`src/card_seq_pkg.sv`:
```
package card_seq_pkg;

    // Local clock and card clock derivation.
    localparam int CLK_HZ = 100_000_000;
    localparam int CARD_CLK_HZ = 5_000_000;
    localparam int CARD_HALF_CYC = CLK_HZ / (2 * CARD_CLK_HZ);
    localparam logic [3:0] CARD_HALF_LAST = 4'(CARD_HALF_CYC - 1);

    // Card-clock counts.
    localparam int RST_LOW_CLK = 400;
    localparam int ATR_MAX_CLK = 40_000;
    localparam int ETU_CLK = 372;
    localparam int WARM_GAP_CLK = 12 * ETU_CLK;
    localparam int CHAR_CLK = 10 * ETU_CLK;
    localparam logic [15:0] RST_LOW_TICKS = 16'(RST_LOW_CLK);
    localparam logic [15:0] CHAR_TICKS = 16'(CHAR_CLK);
    localparam logic [15:0] CYC_SAT = 16'hFFFF;

    // Class retry spacing, measured on the local clock.
    localparam int GUARD_TIME_US = 10_000;
    localparam int GUARD_CYC_DEF = GUARD_TIME_US * (CLK_HZ / 1_000_000);

    // Spacing between the steps of activation and deactivation.
    localparam logic [7:0] STEP_LAST = 8'h0F;

    typedef enum logic [13:0] {
        S_IDLE     = 14'h0001,
        S_ACT_RST  = 14'h0002,
        S_ACT_VCC  = 14'h0004,
        S_ACT_IO   = 14'h0008,
        S_COLD     = 14'h0010,
        S_WAIT_ATR = 14'h0020,
        S_ATR_RX   = 14'h0040,
        S_OPER     = 14'h0080,
        S_WARM     = 14'h0100,
        S_D_RST    = 14'h0200,
        S_D_CLK    = 14'h0400,
        S_D_IO     = 14'h0800,
        S_D_VCC    = 14'h1000,
        S_GUARD    = 14'h2000
    } seq_state_e;

    typedef enum logic [1:0] {
        CLASS_A = 2'h1,
        CLASS_B = 2'h2,
        CLASS_C = 2'h3
    } op_class_e;

    typedef enum logic [1:0] {
        MODE_NONE     = 2'h0,
        MODE_SPECIFIC = 2'h1,
        MODE_PPS      = 2'h2,
        MODE_FIRST    = 2'h3
    } proto_mode_e;

    typedef struct packed {
        logic vcc_en;
        logic rst;
        logic clk;
        logic io_o;
        logic io_oe;
    } card_pins_s;

    typedef struct packed {
        logic done;
        logic class_ind;
        logic class_match;
        logic spec_mode;
        logic pps_start;
        logic pps_ok;
        logic card_fail;
        logic spec_fault;
    } atr_info_s;

    typedef struct packed {
        logic active;
        logic atr_seen;
        logic warm_ok;
        logic timeout;
        logic aborted;
        logic defaults;
        proto_mode_e mode;
        op_class_e cls;
    } seq_status_s;

endpackage

```
`src/card_seq.sv`:
```
`timescale 1ns/10ps
// Functional notes
// RULE_01 - Activate in order: reset low, power on, I/O receive, then clock.
// RULE_02 - Ignore the I/O line while activation is running.
// RULE_03 - Card drives I/O high within 200 clocks of the clock starting.
// RULE_04 - Cold reset holds reset low at least 400 card clocks after clock start.
// RULE_05 - Ignore I/O whenever reset is held low, cold or warm.
// RULE_06 - Card answers between 400 and 40000 clocks after reset rises.
// RULE_07 - No answer within 40000 clocks with reset high forces deactivation.
// RULE_08 - Warm reset only after two characters and 4464 clocks past the second.
// RULE_09 - Warm reset holds reset low 400 clocks with power and clock kept.
// RULE_10 - Card drives I/O high within 200 clocks of warm reset falling.
// RULE_11 - Matching class indicator continues, or deactivate, wait 10 ms, new class.
// RULE_12 - No indicator keeps class; failing card deactivates, may retry after 10 ms.
// RULE_13 - No answer deactivates, then retries another class after 10 ms or aborts.
// RULE_14 - Class is fixed in operation; change needs deactivation and 10 ms.
// RULE_15 - Second TA present selects the announced specific protocol at once.
// RULE_16 - PPS request keeps defaults until success, then negotiated values apply.
// RULE_17 - Without PPS the first offered protocol starts with defaults.
// RULE_18 - Clock may stop only when idle and the card supports it.
// RULE_19 - The full activation and reset sequence can be repeated.
// RULE_20 - After specific mode, withhold warm reset until a fault is seen.
// RULE_21 - Deactivate in order: reset low, clock low, I/O low, power off.
// RULE_22 - During the answer one character unit is 372 card clocks.
// RULE_23 - The 10 ms class spacing is timed on the local clock.
module card_seq
    import card_seq_pkg::*;
#(
    parameter int GUARD_CYC = card_seq_pkg::GUARD_CYC_DEF,
    parameter int ATR_MAX_TICKS = card_seq_pkg::ATR_MAX_CLK,
    parameter int WARM_GAP_TICKS = card_seq_pkg::WARM_GAP_CLK
)
(
    // Clock, reset and enable
    input wire logic clk,
    input wire logic resetn,
    input wire logic ce,
    // Card contacts
    input wire logic card_io_in,
    input wire logic card_inserted,
    output card_seq_pkg::card_pins_s pins,
    // Session control
    input wire logic activate,
    input wire card_seq_pkg::op_class_e class_init,
    input wire card_seq_pkg::op_class_e class_next,
    input wire logic retry_class,
    input wire logic class_change,
    input wire logic warm_req,
    input wire logic deact_req,
    input wire logic clk_stop_req,
    input wire logic clk_stop_ok,
    input wire logic clk_stop_high,
    input wire card_seq_pkg::atr_info_s atr_info,
    // Status
    output card_seq_pkg::seq_status_s status
);
    import card_seq_pkg::*;

    logic rst_s1_r;
    logic rst_n_s;
    logic io_s1_r;
    logic io_s2_r;
    logic io_s3_r;
    logic ins_s1_r;
    logic ins_s2_r;
    seq_state_e state_r;
    seq_state_e state_nxt;
    logic [7:0] gap_cnt_r;
    logic [15:0] cyc_cnt_r;
    logic [19:0] guard_cnt_r;
    logic [3:0] div_cnt_r;
    logic vcc_r;
    logic rst_pin_r;
    logic cclk_r;
    logic io_oe_r;
    logic clk_run_r;
    logic t0_seen_r;
    logic retry_r;
    logic aborted_r;
    logic timeout_r;
    logic atr_seen_r;
    logic warm_ok_r;
    logic defaults_r;
    proto_mode_e mode_r;
    op_class_e class_r;
    op_class_e class_next_r;
    logic st_chg;
    logic gap_done;
    logic div_wrap;
    logic tick;
    logic stop_hold;
    logic io_fall;
    logic atr_late;
    logic warm_allow;
    logic go_deact;

    function automatic logic is_active(input seq_state_e s);
        is_active = (s != S_IDLE) && (s != S_GUARD) && (s != S_D_RST) &&
                    (s != S_D_CLK) && (s != S_D_IO) && (s != S_D_VCC);
    endfunction

    always_ff @(posedge clk or negedge resetn)
    begin
        if (!resetn)
        begin
            rst_s1_r <= 1'b0;
            rst_n_s <= 1'b0;
        end
        else
        begin
            rst_s1_r <= 1'b1;
            rst_n_s <= rst_s1_r;
        end
    end

    // Card contacts are asynchronous to clk.
    always_ff @(posedge clk or negedge rst_n_s)
    begin
        if (!rst_n_s)
        begin
            io_s1_r <= 1'b1;
            io_s2_r <= 1'b1;
            io_s3_r <= 1'b1;
            ins_s1_r <= 1'b0;
            ins_s2_r <= 1'b0;
        end
        else if (ce)
        begin
            io_s1_r <= card_io_in;
            io_s2_r <= io_s1_r;
            io_s3_r <= io_s2_r;
            ins_s1_r <= card_inserted;
            ins_s2_r <= ins_s1_r;
        end
    end

    assign st_chg = (state_nxt != state_r);
    assign gap_done = (gap_cnt_r == STEP_LAST);
    assign div_wrap = (div_cnt_r == CARD_HALF_LAST);
    assign stop_hold = (state_r == S_OPER) && clk_stop_req && clk_stop_ok &&
                       (cclk_r == clk_stop_high); // RULE_18
    assign tick = clk_run_r && !stop_hold && div_wrap && !cclk_r;
    // Edges on I/O are looked at only once reset is high.
    assign io_fall = io_s3_r && !io_s2_r &&
                     ((state_r == S_WAIT_ATR) || (state_r == S_ATR_RX)); // RULE_02 RULE_05
    assign atr_late = (cyc_cnt_r >= 16'(ATR_MAX_TICKS));
    assign warm_allow = warm_ok_r && warm_req;
    assign go_deact = deact_req || !ins_s2_r;

    always_comb
    begin
        state_nxt = state_r;
        case (state_r)
            S_IDLE:
                if (ins_s2_r && activate)
                    state_nxt = S_ACT_RST;
            S_ACT_RST:
                if (gap_done)
                    state_nxt = S_ACT_VCC; // RULE_01
            S_ACT_VCC:
                if (gap_done)
                    state_nxt = S_ACT_IO;
            S_ACT_IO:
                if (gap_done)
                    state_nxt = S_COLD;
            S_COLD:
                if (cyc_cnt_r >= RST_LOW_TICKS)
                    state_nxt = S_WAIT_ATR; // RULE_04
            S_WAIT_ATR:
                if (io_fall)
                    state_nxt = S_ATR_RX;
                else if (atr_late)
                    state_nxt = S_D_RST; // RULE_07 RULE_13
            S_ATR_RX:
                if (warm_allow)
                    state_nxt = S_WARM; // RULE_08
                else if (atr_info.done)
                    state_nxt = S_OPER;
            S_OPER:
                if (warm_allow)
                    state_nxt = S_WARM;
                else if (atr_info.card_fail || class_change)
                    state_nxt = S_D_RST; // RULE_11 RULE_12 RULE_14
            S_WARM:
                if (cyc_cnt_r >= RST_LOW_TICKS)
                    state_nxt = S_WAIT_ATR; // RULE_09
            S_D_RST:
                if (gap_done)
                    state_nxt = S_D_CLK; // RULE_21
            S_D_CLK:
                if (gap_done)
                    state_nxt = S_D_IO;
            S_D_IO:
                if (gap_done)
                    state_nxt = S_D_VCC;
            S_D_VCC:
                if (gap_done)
                    state_nxt = retry_r ? S_GUARD : S_IDLE;
            S_GUARD:
                if (guard_cnt_r >= 20'(GUARD_CYC))
                    state_nxt = S_ACT_RST; // RULE_23
            default:
                state_nxt = S_IDLE;
        endcase
        if (is_active(state_r) && go_deact)
            state_nxt = S_D_RST;
    end

    always_ff @(posedge clk or negedge rst_n_s)
    begin
        if (!rst_n_s)
            state_r <= S_IDLE;
        else if (ce)
            state_r <= state_nxt; // RULE_19
    end

    always_ff @(posedge clk or negedge rst_n_s)
    begin
        if (!rst_n_s)
        begin
            gap_cnt_r <= 8'h00;
            guard_cnt_r <= 20'h00000;
        end
        else if (ce)
        begin
            gap_cnt_r <= (st_chg || gap_done) ? 8'h00 : gap_cnt_r + 8'h01;
            if (state_r != S_GUARD)
                guard_cnt_r <= 20'h00000;
            else if (guard_cnt_r != 20'hFFFFF)
                guard_cnt_r <= guard_cnt_r + 20'h00001;
        end
    end

    // Card clock divider; a stop only freezes it at the requested level.
    always_ff @(posedge clk or negedge rst_n_s)
    begin
        if (!rst_n_s)
        begin
            div_cnt_r <= 4'h0;
            cclk_r <= 1'b0;
            clk_run_r <= 1'b0;
        end
        else if (ce)
        begin
            if (state_nxt == S_COLD && state_r == S_ACT_IO)
                clk_run_r <= 1'b1; // RULE_01
            else if (state_r == S_D_CLK)
                clk_run_r <= 1'b0;
            if (state_r == S_D_CLK || !clk_run_r)
            begin
                cclk_r <= 1'b0; // RULE_21
                div_cnt_r <= 4'h0;
            end
            else if (!stop_hold)
            begin
                div_cnt_r <= div_wrap ? 4'h0 : div_cnt_r + 4'h1;
                if (div_wrap)
                    cclk_r <= !cclk_r;
            end
        end
    end

    // Card-clock counter; at the second character's start bit it restarts to time the warm gap.
    always_ff @(posedge clk or negedge rst_n_s)
    begin
        if (!rst_n_s)
        begin
            cyc_cnt_r <= 16'h0000;
            t0_seen_r <= 1'b0;
        end
        else if (ce)
        begin
            if (st_chg && (state_nxt == S_COLD || state_nxt == S_WARM ||
                           state_nxt == S_WAIT_ATR || state_r == S_WAIT_ATR))
            begin
                cyc_cnt_r <= 16'h0000;
                t0_seen_r <= 1'b0;
            end
            else if (state_r == S_ATR_RX && !t0_seen_r && io_fall &&
                     cyc_cnt_r >= CHAR_TICKS)
            begin
                cyc_cnt_r <= 16'h0000; // RULE_22
                t0_seen_r <= 1'b1;
            end
            else if (tick && cyc_cnt_r != CYC_SAT)
                cyc_cnt_r <= cyc_cnt_r + 16'h0001;
        end
    end

    always_ff @(posedge clk or negedge rst_n_s)
    begin
        if (!rst_n_s)
        begin
            vcc_r <= 1'b0;
            rst_pin_r <= 1'b0;
            io_oe_r <= 1'b0;
        end
        else if (ce)
        begin
            case (state_nxt)
                S_ACT_VCC:
                    vcc_r <= 1'b1; // RULE_01
                S_ACT_IO:
                    io_oe_r <= 1'b0;
                S_WAIT_ATR:
                    rst_pin_r <= 1'b1;
                S_WARM, S_D_RST:
                    rst_pin_r <= 1'b0; // RULE_09 RULE_21
                S_D_IO:
                    io_oe_r <= 1'b1;
                S_IDLE, S_GUARD:
                    if (state_r == S_D_VCC)
                        io_oe_r <= 1'b0;
                default:
                    rst_pin_r <= rst_pin_r;
            endcase
            if (state_nxt == S_D_VCC && state_r == S_D_IO)
                vcc_r <= 1'b0;
        end
    end

    // Retry choice is fixed when deactivation begins.
    always_ff @(posedge clk or negedge rst_n_s)
    begin
        if (!rst_n_s)
        begin
            retry_r <= 1'b0;
            aborted_r <= 1'b0;
            timeout_r <= 1'b0;
            class_r <= CLASS_A;
            class_next_r <= CLASS_A;
        end
        else if (ce)
        begin
            timeout_r <= 1'b0;
            if (state_nxt == S_D_RST && state_r != S_D_RST)
            begin
                retry_r <= !go_deact && (class_change || retry_class); // RULE_11 RULE_12
                class_next_r <= class_next;
                if (state_r == S_WAIT_ATR && !go_deact)
                begin
                    timeout_r <= 1'b1;
                    aborted_r <= !retry_class; // RULE_13
                end
            end
            if (state_r == S_IDLE && state_nxt == S_ACT_RST)
            begin
                class_r <= class_init;
                aborted_r <= 1'b0;
            end
            else if (state_r == S_GUARD && state_nxt == S_ACT_RST)
                class_r <= class_next_r; // RULE_14
        end
    end

    always_ff @(posedge clk or negedge rst_n_s)
    begin
        if (!rst_n_s)
        begin
            atr_seen_r <= 1'b0;
            warm_ok_r <= 1'b0;
            mode_r <= MODE_NONE;
            defaults_r <= 1'b1;
        end
        else if (ce)
        begin
            atr_seen_r <= (state_r == S_ATR_RX) || (state_r == S_OPER);
            warm_ok_r <= t0_seen_r && (cyc_cnt_r >= 16'(WARM_GAP_TICKS)) &&
                         ((state_r == S_ATR_RX) || (state_r == S_OPER)) &&
                         !(atr_info.spec_mode && !atr_info.spec_fault) &&
                         !warm_allow; // RULE_08 RULE_20
            if (state_r == S_ATR_RX && state_nxt == S_OPER)
            begin
                if (atr_info.spec_mode)
                begin
                    mode_r <= MODE_SPECIFIC; // RULE_15
                    defaults_r <= 1'b0;
                end
                else
                begin
                    mode_r <= atr_info.pps_start ? MODE_PPS : MODE_FIRST; // RULE_17
                    defaults_r <= 1'b1;
                end
            end
            else if (state_r == S_OPER && mode_r == MODE_PPS && atr_info.pps_ok)
                defaults_r <= 1'b0; // RULE_16
            else if (!is_active(state_r))
            begin
                mode_r <= MODE_NONE;
                defaults_r <= 1'b1;
            end
        end
    end

    assign pins = '{vcc_en: vcc_r, rst: rst_pin_r, clk: cclk_r,
                    io_o: 1'b0, io_oe: io_oe_r};
    assign status = '{active: vcc_r, atr_seen: atr_seen_r, warm_ok: warm_ok_r,
                      timeout: timeout_r, aborted: aborted_r, defaults: defaults_r,
                      mode: mode_r, cls: class_r};
endmodule

```
`config.mk`:
```
export PLATFORM = sky130hd
export DESIGN_NAME = card_seq
export DESIGN_NICKNAME = d
export VERILOG_FILES = /design/src/card_seq_pkg.sv /design/src/card_seq.sv
export SDC_FILE = /design/constraint.sdc
export NUM_CORES = 1
export LEC_CHECK = 0
export ABC_AREA = 1
export BUFFER_PORTS_ARGS = -buffer_cell sky130_fd_sc_hd__buf_4
export CAP_MARGIN = 20
export CELL_PAD_IN_SITES_DETAIL_PLACEMENT = 1
export CELL_PAD_IN_SITES_GLOBAL_PLACEMENT = 2
export CORE_AREA = 3 3 131 133
export DETAILED_ROUTE_END_ITERATION = 8
export DIE_AREA = 0 0 134 136
export PLACE_DENSITY = 0.9
export SLEW_MARGIN = 20
export SYNTH_ARGS = -nofsm -noshare
export SYNTH_HDL_FRONTEND = slang
export SYNTH_SLANG_ARGS = --single-unit
```
`constraint.sdc`:
```
create_clock -name clk -period 7.18 [get_ports clk]
set_input_delay 1.436 -clock clk [delete_from_list [all_inputs] [get_ports clk]]
set_output_delay 1.436 -clock clk [all_outputs]
set_load 0.02 [all_outputs]
```
# Yosys cells after proc, flatten, opt, wreduce, memory -nomap -nowiden
# Index checks and enable logic that the tools add are counted.
# Widths: inputs -> output; s select.
dict set report totals {
  regBits 87
  output_inout_bits 15
  elab_cells 221
}
dict set report classes {
  add_sub_neg 4
  magnitude_cmp 5
  n_eq_ne 44
  mux 56
  n_reduce_logical 85
}
# op count
set ops {}
lappend ops {{$mux 14} 18}
lappend ops {{$pmux 14 s13} 1}
lappend ops {{$mux 16} 3}
lappend ops {{$mux 20} 2}
lappend ops {{$logic_and 1x1->1} 36}
lappend ops {{$eq 14x1->1 const B} 2}
lappend ops {{$eq 14x10->1 const B} 2}
lappend ops {{$eq 14x12->1 const B} 2}
lappend ops {{$eq 14x13->1 const B} 2}
lappend ops {{$eq 14x14->1 const B} 2}
lappend ops {{$eq 14x2->1 const B} 2}
lappend ops {{$eq 14x3->1 const B} 2}
lappend ops {{$eq 14x4->1 const B} 2}
lappend ops {{$eq 14x5->1 const B} 2}
lappend ops {{$eq 14x6->1 const B} 2}
lappend ops {{$eq 14x8->1 const B} 2}
lappend ops {{$eq 14x9->1 const B} 2}
lappend ops {{$add 20x1->20 const B} 1}
lappend ops {{$ge 20x20->1 const B} 1}
lappend ops {{$mux 1} 20}
lappend ops {{$ne 20x20->1 const B} 1}
lappend ops {{$reduce_and 2->1} 10}
lappend ops {{$reduce_bool 2->1} 9}
lappend ops {{$add 16x1->16 const B} 1}
lappend ops {{other kinds (33)} 67}

# Logic depth before layout (Yosys ltp)
# Gate-level depths: netlist (run 1).
dict set report logic_depth {
  ltp_word 15
  ltp_mapped 22
}

# Worst setup path before layout (run 1)
# No wires, ideal clock.
dict set report synth_path {
  path_kind {input to register}
  startpoint {input port atr_info[1] in the netlist's numbering}
  endpoint {register cyc_cnt_r[8]}
  setup_time_ps 67
  t_arrival_ps 2945
  required_time_ps 7113
  setup_slack_ps 4168
  path_stages 20
  path_buffers 1
  cell_sequence {nor2_1 nand2_1 nand2_1 nand3_1 o21ai_1 inv_1 nand2_1 nand2_2 nand2_1 nand2_1 nor2_1 nand2_1 nor2_1 nand3_1 nand2_2 nand3_4 nand2_4 buf_6 nand2_1 nand2_1}
}
dict set report synth_via {
  elab_chain_len 12
  word_cells_on_any_way 16
}
# item line
set synth_lines {}
lappend synth_lines {{from (decl)} card_seq.sv:53} ;# input wire card_seq_pkg::atr_info_s atr_info,
lappend synth_lines {{$logic_or 1x1->1 *} card_seq.sv:182} ;# else if (atr_info.card_fail || class_change)
lappend synth_lines {{$mux 14 *} card_seq.sv:182}
lappend synth_lines {{$mux 14 *} card_seq.sv:180} ;# if (warm_allow)
lappend synth_lines {{$pmux 14 s13 *} card_seq.sv:153} ;# case (state_r)
lappend synth_lines {{$mux 14 *} card_seq.sv:205} ;# if (is_active(state_r) && go_deact)
lappend synth_lines {{$eq 14x5->1 or $eq 14x9->1 (tied branches)} card_seq.sv:273} ;# if (st_chg && (state_nxt == S_COLD || state_nxt == S_WARM ||
lappend synth_lines {{$logic_or 1x1->1 (2 in a row)} card_seq.sv:273}
lappend synth_lines {{$logic_or 1x1->1} card_seq.sv:274} ;# state_nxt == S_WAIT_ATR || state_r == S_WAIT_ATR))
lappend synth_lines {{$logic_and 1x1->1 *} card_seq.sv:273}
lappend synth_lines {{$reduce_bool 3->1 (no source line)} -}
lappend synth_lines {{$reduce_and 2->1 (no source line)} -}
lappend synth_lines {{to (signal assigned)} card_seq.sv:286} ;# cyc_cnt_r <= cyc_cnt_r + 16'h0001;
lappend synth_lines {{to (decl)} card_seq.sv:69} ;# logic [15:0] cyc_cnt_r;
# Every way passes the cells marked *; elsewhere a longest branch is shown, timed or not.
# A chain may end at the register's enable or synchronous reset.

# Worst setup path after layout (run 1)
dict set report layout_path {
  startpoint {input port class_change}
  endpoint {register cyc_cnt_r[10]}
}
dict set report layout_via {
  elab_chain_len 12
  word_cells_on_any_way 16
}
# item line
set layout_lines {}
lappend layout_lines {{from (decl)} card_seq.sv:47} ;# input wire logic class_change,
lappend layout_lines {{$logic_or 1x1->1 *} card_seq.sv:182}
lappend layout_lines {{$mux 14 *} card_seq.sv:182}
lappend layout_lines {{$mux 14 *} card_seq.sv:180}
lappend layout_lines {{$pmux 14 s13 *} card_seq.sv:153}
lappend layout_lines {{$mux 14 *} card_seq.sv:205}
lappend layout_lines {{$eq 14x5->1 or $eq 14x9->1 (tied branches)} card_seq.sv:273}
lappend layout_lines {{$logic_or 1x1->1 (2 in a row)} card_seq.sv:273}
lappend layout_lines {{$logic_or 1x1->1} card_seq.sv:274}
lappend layout_lines {{$logic_and 1x1->1 *} card_seq.sv:273}
lappend layout_lines {{$reduce_bool 3->1 (no source line)} -}
lappend layout_lines {{$reduce_and 2->1 (no source line)} -}
# Marks and branches as above.

==> results of run 1 <==
## per-stage QoR
step	cells	worst slack, ns	total power, mW
floorplan	864	4.17	0.823
global placement	1089	3.21	0.916
detailed placement	1089	3.15	0.923
CTS	1105	3.47	1.40
global route	1105	3.05	1.47
finish	1105	3.52	1.38
## layout by cell type (no fill, tap or decap), drive strengths merged
cell      instances
o21ai            55
or2               1
conb              2
nand4            33
clkinv            4
o2111ai           2
nand2           244
clkbuf            9
mux2i             1
a21oi            28
o21a              3
xnor2             4
a22oi             1
xor2             16
dfstp             7
o21bai            3
a2bb2oi           1
a21o              2
ha                7
dfrtp            80
nand3            69
a31oi             1
nor3b             3
and2              1
clkinvlp          2
inv             107
nor3             29
buf              39
nor4              3
nor2            111
o22ai             3
o31ai             9
a211oi            2
o211ai            3
nand3b            4
## metal layers
metal,up-vias,global-route usage
met4,0,0.0514
met2,59,0.334
li1,2846,-
met3,16,0.0389
met5,-,0
met1,2740,0.268
## registers in the layout, summed over array words and instances (netlist names), 2 cells and up
register / count
mode_r: 2
guard_cnt_r: 20
state_r: 14
gap_cnt_r: 8
cyc_cnt_r: 16
div_cnt_r: 4
class_r: 2
class_next_r: 2
## final cells by class
type | count | area, sq um
clock inverter | 7 | 57.6
inverter | 106 | 398
tap | 216 | 270
sequential | 87 | 2190
fill | 2077 | 9350
timing repair buffer | 39 | 293
multi-input combinational | 641 | 3160
clock buffer | 9 | 225
## worst max-delay path by stage
stage                           endpoint                   start  depth (start not counted)
4_1_cts        cyc_cnt_r[10]$_DFFE_PN0P_  state_r[4]$_DFFE_PN0P_                         19
6_report       cyc_cnt_r[10]$_DFFE_PN0P_            class_change                         18
3_3_place_gp    cyc_cnt_r[8]$_DFFE_PN0P_            class_change                         18
3_5_place_dp   cyc_cnt_r[10]$_DFFE_PN0P_            class_change                         18
2_1_floorplan   cyc_cnt_r[8]$_DFFE_PN0P_             atr_info[1]                         20
5_1_grt         cyc_cnt_r[8]$_DFFE_PN0P_  state_r[4]$_DFFE_PN0P_                         19
## cells by family (layout without fill, tap and decap cells)
kind of cell    Yosys count  count (layout)  synth area share
other cells               2               2           0.00127
fa+ha+maj                 7               7            0.0148
compound gates          113             113             0.108
mux                       1               1           0.00169
flops                    87              87             0.369
simple gates            498             498             0.378
xor+xnor                 20              20            0.0295
buf+inv                 136             161            0.0988
## power by group
part / switching (mW) / total [mW] / internal [mW]
registers: 0.0257 / 0.551 / 0.525
logic: 0.261 / 0.360 / 0.0989
clock network: 0.226 / 0.465 / 0.239
## critical path, stage by stage
cell and delay [ns]:
sky130_fd_sc_hd__buf_4 0.14, sky130_fd_sc_hd__nor2_1 0.22, sky130_fd_sc_hd__nand2_1 0.08, sky130_fd_sc_hd__nand4_1 0.09
sky130_fd_sc_hd__nand2_1 0.08, sky130_fd_sc_hd__nor2_1 0.18, sky130_fd_sc_hd__nand2_1 0.18, sky130_fd_sc_hd__nand2_1 0.10
sky130_fd_sc_hd__nand2_1 0.05, sky130_fd_sc_hd__nor2_1 0.08, sky130_fd_sc_hd__nand2_1 0.08, sky130_fd_sc_hd__nor2_1 0.09
sky130_fd_sc_hd__nand3_1 0.37, sky130_fd_sc_hd__nand2_2 0.24, sky130_fd_sc_hd__nand3_4 0.16, sky130_fd_sc_hd__nand2_4 0.22
sky130_fd_sc_hd__nand2_1 0.07, sky130_fd_sc_hd__nand2_1 0.07
==> tab_implementation.tex, run 1 <==
\begin{tabular}{lr}
\hline
Metric & Value \\
\hline
\multicolumn{2}{l}{\textbf{Outcome}} \\
Run status & finished, final reports clean \\
\multicolumn{2}{l}{\textbf{Placement}} \\
Gpl congestion & approximately 0.86 \\
HPWL after DPL & approximately 13 mm \\
Buffers on Ports & 36 \\
Placed cell area & between 6000 and 7000 sq um \\
\multicolumn{2}{l}{\textbf{Clock network}} \\
Clock sink count & 87 \\
Post-CTS resize count & 0 \\
TritonCTS Buffers & 9 \\
Post-CTS clock slew at the launch and capture registers of the worst setup and hold paths & approximately 0.07 ns \\
Buffers inserted by post-CTS timing repair & 0 \\
TritonCTS clock tree & yes \\
Buffers from clock root to sink, at most & 2 \\
Count of hold-fix buffers inserted at cts & 0 \\
Clock insertion delay at the later pin of the skew report & approximately 0.36 ns \\
H-tree lvl count & 3 \\
CTS root buffer & sky130\_fd\_sc\_hd\_\_clkbuf\_16 \\
\multicolumn{2}{l}{\textbf{STA}} \\
Setup skew after layout & between 0.007 and 0.008 ns \\
Final setup violation count & 0 \\
Tightest slew margin relative to the limit & 0.457 \\
Number of hold-slack violations in the final timing report & 0 \\
Setup TNS & 0 ns \\
Worst hold slack & 0.227 ns \\
Final Max Slew Viols & 0 \\
RSZ-0062 raised after global routing & false \\
Final worst path period need & 3.66 ns \\
Final clock period utilization by the worst path & 0.510 \\
Max frequency & $\sim$270 MHz \\
Slew at the pin with the worst max-slew slack & 0.815 ns \\
\multicolumn{2}{l}{\textbf{Yosys}} \\
Fraction of the yosys area taken by sequential cells & 0.369 \\
Async S/R FF share, synth & 1.00 \\
Most frequently used flop master after synthesis & sky130\_fd\_sc\_hd\_\_dfrtp\_1 \\
Net count after synthesis & approximately 900 \\
Count of flip-flops with a built-in enable after synthesis & 0 \\
Ranking of synthesized cells by area & sky130\_fd\_sc\_hd\_\_dfrtp\_1, sky130\_fd\_sc\_hd\_\_nand2\_1, sky130\_fd\_sc\_hd\_\_nor2\_1 \\
Cell type with the highest aggregate area in the netlist & sky130\_fd\_sc\_hd\_\_dfrtp\_1 \\
Post-synthesis register bit count & 87 \\
Post-Syn Instances & roughly 860 \\
Mapped Avg Cell Area & a little under 7 sq um \\
Post-synth top area share & 0.338 \\
Commonest cells post-synth & sky130\_fd\_sc\_hd\_\_nand2\_1, sky130\_fd\_sc\_hd\_\_nor2\_1, sky130\_fd\_sc\_hd\_\_inv\_1, sky130\_fd\_sc\_hd\_\_dfrtp\_1, sky130\_fd\_sc\_hd\_\_nand3\_1 \\
Most frequent cell after synthesis & sky130\_fd\_sc\_hd\_\_nand2\_1 \\
Yosys warning count & 0 \\
Netlist Area Pre-Place & between 5000 and 6000 sq um \\
Post-synthesis cell type count & 47 \\
\multicolumn{2}{l}{\textbf{Cells and area}} \\
Proportion of layout cells with a drive suffix above 1 & 0.0990 \\
Post-layout nets & between 900 and 1,000 \\
Layout Cell Area excl Fill & between 6000 and 7000 sq um \\
Synthesis-to-finish area growth & 11.2\% \\
Finished Core Util & 0.413 \\
Diode count & 0 \\
\multicolumn{2}{l}{\textbf{GRT}} \\
Number of antenna violations at the first check in global routing & 0 \\
Largest net degree at the start of global routing & 63 \\
Remaining Overflow, GRT & 0 \\
Vias in the first global route & just under 6,000 \\
Global router's overall resource usage & 0.200 \\
First-pass GRT wire length & between 20 and 30 mm \\
\multicolumn{2}{l}{\textbf{Floorplanning}} \\
Standard-cell row count & 46 \\
Height of the die & roughly 140 um \\
Number of top-level pins & 40 \\
Die Span X & approximately 130 um \\
Floorplan die area & 18,200 sq um \\
Starting utilization of the core area & 0.372 \\
Core area & between 15,000 and 20,000 sq um \\
\multicolumn{2}{l}{\textbf{Power and ir drop}} \\
Power density normalized to cell area & between 200 and 250 nW/um\^{}2 \\
Maximum resistive drop on vdd & roughly 0.12 mV \\
Leakage power & between 3 and 4 nW \\
\multicolumn{2}{l}{\textbf{Worst setup path}} \\
Capture point of the worst reg-to-reg path & cyc\_cnt\_r[10]\$\_DFFE\_PN0P\_ \\
Worst setup slack for register-to-register paths & 3.54 ns \\
Data arrival time of the worst path & slightly below 4 ns \\
Start of the worst register-to-register path & state\_r[4]\$\_DFFE\_PN0P\_ \\
Crit start category & primary input \\
Start-to-end type of the worst setup path & primary input to register \\
Required time of the critical path & around 7.5 ns \\
Top fanout value on the critical path & 16 \\
Crit path capture type & register \\
Reg2reg path depth & 17 \\
\multicolumn{2}{l}{\textbf{Detailed routing}} \\
Sum of met2 wire segment lengths after detailed routing & around 8 mm \\
Count of vias placed by the detailed router & 5,661 \\
Uppermost layer routed & met4 \\
Post-detailed-route DRC marker count & 0 \\
Number of search-and-repair iterations in the first detailed-routing pass & 4 \\
Drt wl/cell & about 16 um \\
WL met1 & 8.43 mm \\
Number of nets with antenna violations after detailed routing & 0 \\
Mean number of vias per cell & $\sim$5.1 \\
Detailed Route WL & 17.2 mm \\
Length of routed met3 wiring & just over 500 um \\
Iter 0 DRT Violations & 285 \\
\multicolumn{2}{l}{\textbf{Job}} \\
Number of max-cap violations & 0 \\
\multicolumn{2}{l}{\textbf{Worst hold path}} \\
Path category of the worst min-delay check & register to async pin \\
\hline
\end{tabular}
Note: power is estimated with default switching activity, not from simulation.
==> run 2, diff against run 1 <==
Settings changed: CORE_AREA 3 3 131 133 to 3 3 143 145, DIE_AREA 0 0 134 136 to 0 0 146 148, PLACE_DENSITY 0.9 to 0.81.
Clock period 7.18 ns to 3.25 ns, I/O delays scaled along.
==> run 2 against run 1 <==
Sequential share of layout area fell by 1.5 points; non-clock buffer count rose by 33; combinational power rose to 2.6 times the previous value; critical path type is now register to register; highest routed layer unchanged; hold slack got worse by 0.15 ns; clock power rose by 110%; first-iteration DRC count did not move; final area rose by 4.9%; setup slack got worse by 3.3 ns.
==> tab_implementation.tex, run 2 (synthesis results as in run 1) <==
\begin{tabular}{lr}
\hline
Metric & Value \\
\hline
\multicolumn{2}{l}{\textbf{Outcome}} \\
Run status & finished, final reports clean \\
\multicolumn{2}{l}{\textbf{Detailed routing}} \\
Iter 0 DRT Violations & between 200 and 300 \\
Drt wl/cell & 15.0 um \\
Detailed Route WL & between 15 and 20 mm \\
Length of routed met3 wiring & about 380 um \\
WL met1 & around 9.0 mm \\
Number of search-and-repair iterations in the first detailed-routing pass & 4 \\
Uppermost layer routed & met4 \\
Post-detailed-route DRC marker count & 0 \\
Sum of met2 wire segment lengths after detailed routing & 8.17 mm \\
Number of nets with antenna violations after detailed routing & 0 \\
Mean number of vias per cell & around 4.8 \\
Count of vias placed by the detailed router & approximately 5,700 \\
\multicolumn{2}{l}{\textbf{Power and ir drop}} \\
Maximum resistive drop on vdd & 0.287 mV \\
Power density normalized to cell area & around 450 nW/um\^{}2 \\
Leakage power & around 3.4 nW \\
Power after layout & slightly above 3 mW \\
\multicolumn{2}{l}{\textbf{GRT}} \\
Global router's overall resource usage & 0.171 \\
Vias in the first global route & $\sim$6,000 \\
Number of antenna violations at the first check in global routing & 0 \\
Largest net degree at the start of global routing & 52 \\
First-pass GRT wire length & $\sim$30 mm \\
Remaining Overflow, GRT & 0 \\
\multicolumn{2}{l}{\textbf{Cells and area}} \\
Max FFs per register & 20 \\
Leading cell type in the layout, fill and taps excluded & sky130\_fd\_sc\_hd\_\_nand2\_1 \\
Diode count & 0 \\
Largest registers in the final layout & guard\_cnt\_r x20, cyc\_cnt\_r x16, state\_r x14 \\
Proportion of layout cells with a drive suffix above 1 & 0.129 \\
Finished Layout Cells & 1,187 \\
Largest register by flop count & guard\_cnt\_r \\
Synthesis-to-finish area growth & 16.6\% \\
Post-layout nets & around 950 \\
Most frequent cells in the layout & sky130\_fd\_sc\_hd\_\_nand2\_1, sky130\_fd\_sc\_hd\_\_inv\_1, sky130\_fd\_sc\_hd\_\_nor2\_1, sky130\_fd\_sc\_hd\_\_dfrtp\_1, sky130\_fd\_sc\_hd\_\_buf\_4 \\
\multicolumn{2}{l}{\textbf{Floorplanning}} \\
Height of the die & 148 um \\
Number of top-level pins & 40 \\
Die Span X & about 150 um \\
Floorplan die area & 21,600 sq um \\
Core area & slightly below 20,000 sq um \\
Standard-cell row count & 51 \\
Starting utilization of the core area & 0.307 \\
\multicolumn{2}{l}{\textbf{Clock network}} \\
Clock insertion delay at the later pin of the skew report & 0.35 ns \\
H-tree lvl count & 3 \\
Post-CTS clock slew at the launch and capture registers of the worst setup and hold paths & 0.06 ns \\
Clock sink count & 87 \\
TritonCTS Buffers & 9 \\
TritonCTS clock tree & yes \\
Buffers from clock root to sink, at most & 2 \\
Count of hold-fix buffers inserted at cts & 0 \\
CTS root buffer & sky130\_fd\_sc\_hd\_\_clkbuf\_16 \\
\multicolumn{2}{l}{\textbf{Worst setup path}} \\
Crit start category & register \\
Data arrival time of the worst path & 3.33 ns \\
Top fanout value on the critical path & 16 \\
Crit path capture type & register \\
Required time of the critical path & between 3 and 4 ns \\
Start-to-end type of the worst setup path & register to register \\
\multicolumn{2}{l}{\textbf{STA}} \\
Final setup violation count & 0 \\
Worst hold slack & 0.0794 ns \\
Max frequency & approximately 330 MHz \\
Final Max Slew Viols & 0 \\
Final clock period utilization by the worst path & 0.936 \\
Setup ws final & approximately 0.21 ns \\
Tightest slew margin relative to the limit & 0.508 \\
Slew at the pin with the worst max-slew slack & roughly 0.74 ns \\
Number of hold-slack violations in the final timing report & 0 \\
RSZ-0062 raised after global routing & false \\
Final worst path period need & slightly above 3 ns \\
Setup TNS & 0 ns \\
Setup skew after layout & 0.0122 ns \\
\multicolumn{2}{l}{\textbf{Job}} \\
Number of max-cap violations & 0 \\
\multicolumn{2}{l}{\textbf{Placement}} \\
Gpl congestion & between 0.8 and 0.9 \\
Worst Setup Slack post-DPL & approximately 0.11 ns \\
HPWL after DPL & roughly 14 mm \\
Buffers on Ports & 36 \\
Dpl cells & around 1,200 \\
\multicolumn{2}{l}{\textbf{Worst hold path}} \\
Path category of the worst min-delay check & primary input to async pin \\
\hline
\end{tabular}
==> run 2: cell types whose count changed in the layout (fill, tap and decap cells not counted), sizes merged <==
cell / previous run / this run
buf: 39 / 72
clkbuf: 9 / 15
clkinvlp: 2 / 0
inv: 107 / 105
clkinv: 4 / 2
==> run 2: worst paths after layout <==
check                      slack (ns)               startpoint  depth (start not counted)                        to
max reg2reg                      0.21  state_r[10]$_DFFE_PN0P_                         16  cyc_cnt_r[8]$_DFFE_PN0P_
max                              0.21  state_r[10]$_DFFE_PN0P_                         16  cyc_cnt_r[8]$_DFFE_PN0P_
min reg2reg                      0.35       rst_s1_r$_DFF_PN0_                          0         rst_n_s$_DFF_PN0_
min                              0.08                   resetn                          1         rst_n_s$_DFF_PN0_
min in group clk                 0.35       rst_s1_r$_DFF_PN0_                          0         rst_n_s$_DFF_PN0_
max in group asynchronous        2.13        rst_n_s$_DFF_PN0_                          1    state_r[0]$_DFFE_PN1P_
==> run 2: cell type report <==
cell class / instances / area, sq um
well taps: 265 / 332
clock inverters: 1 / 5.00
flip-flops and latches: 87 / 2190
inverters: 106 / 398
repair buffers: 72 / 566
clock buffers: 15 / 258
fillers: 2479 / 12400
multi-input cells: 641 / 3170
==> run 2: routing by layer <==
layer / up-vias / track usage
li1: 2904 / -
met1: 2759 / 0.234
met2: 69 / 0.282
met3: 14 / 0.0276
met4: 0 / 0.0466
met5: - / 0
==> run 2: metrics by stage <==
stage	area, sq um	util
after global routing	6910	0.358
final	6910	0.358
after global placement	6630	0.343
after detailed placement	6630	0.343
after CTS	6890	0.356
after floorplan	5930	-
==> run 2: repair_timing <==
| item | in CTS | in global routing |
|---|---|---|
| buffers inserted | 0 | 2 |
| setup endpoints to repair | 0 | 23 |
| resized for setup | 0 | 3 |
==> run 2: worst max-delay path, cell delays in order, from the launching register on <==
cell,delay [ns]
sky130_fd_sc_hd__dfrtp_1,0.40
sky130_fd_sc_hd__nor2_1,0.28
sky130_fd_sc_hd__nand3_1,0.29
sky130_fd_sc_hd__nor2_1,0.27
sky130_fd_sc_hd__and2_1,0.23
sky130_fd_sc_hd__nor2_1,0.08
sky130_fd_sc_hd__nand3_1,0.14
sky130_fd_sc_hd__nand2_1,0.10
sky130_fd_sc_hd__nand3_1,0.08
sky130_fd_sc_hd__nand3_1,0.09
sky130_fd_sc_hd__nor2_1,0.15
sky130_fd_sc_hd__nand3_1,0.21
sky130_fd_sc_hd__nand2_2,0.16
sky130_fd_sc_hd__nand3_4,0.15
sky130_fd_sc_hd__nand2_4,0.21
sky130_fd_sc_hd__nand2_1,0.08
sky130_fd_sc_hd__nand2_1,0.06
==> run 2: where the power goes <==
group          internal, mW  switching (mW)  total (mW)
clock                 0.541           0.434       0.974
combinational         0.307           0.615       0.923
sequential             1.16          0.0589        1.22
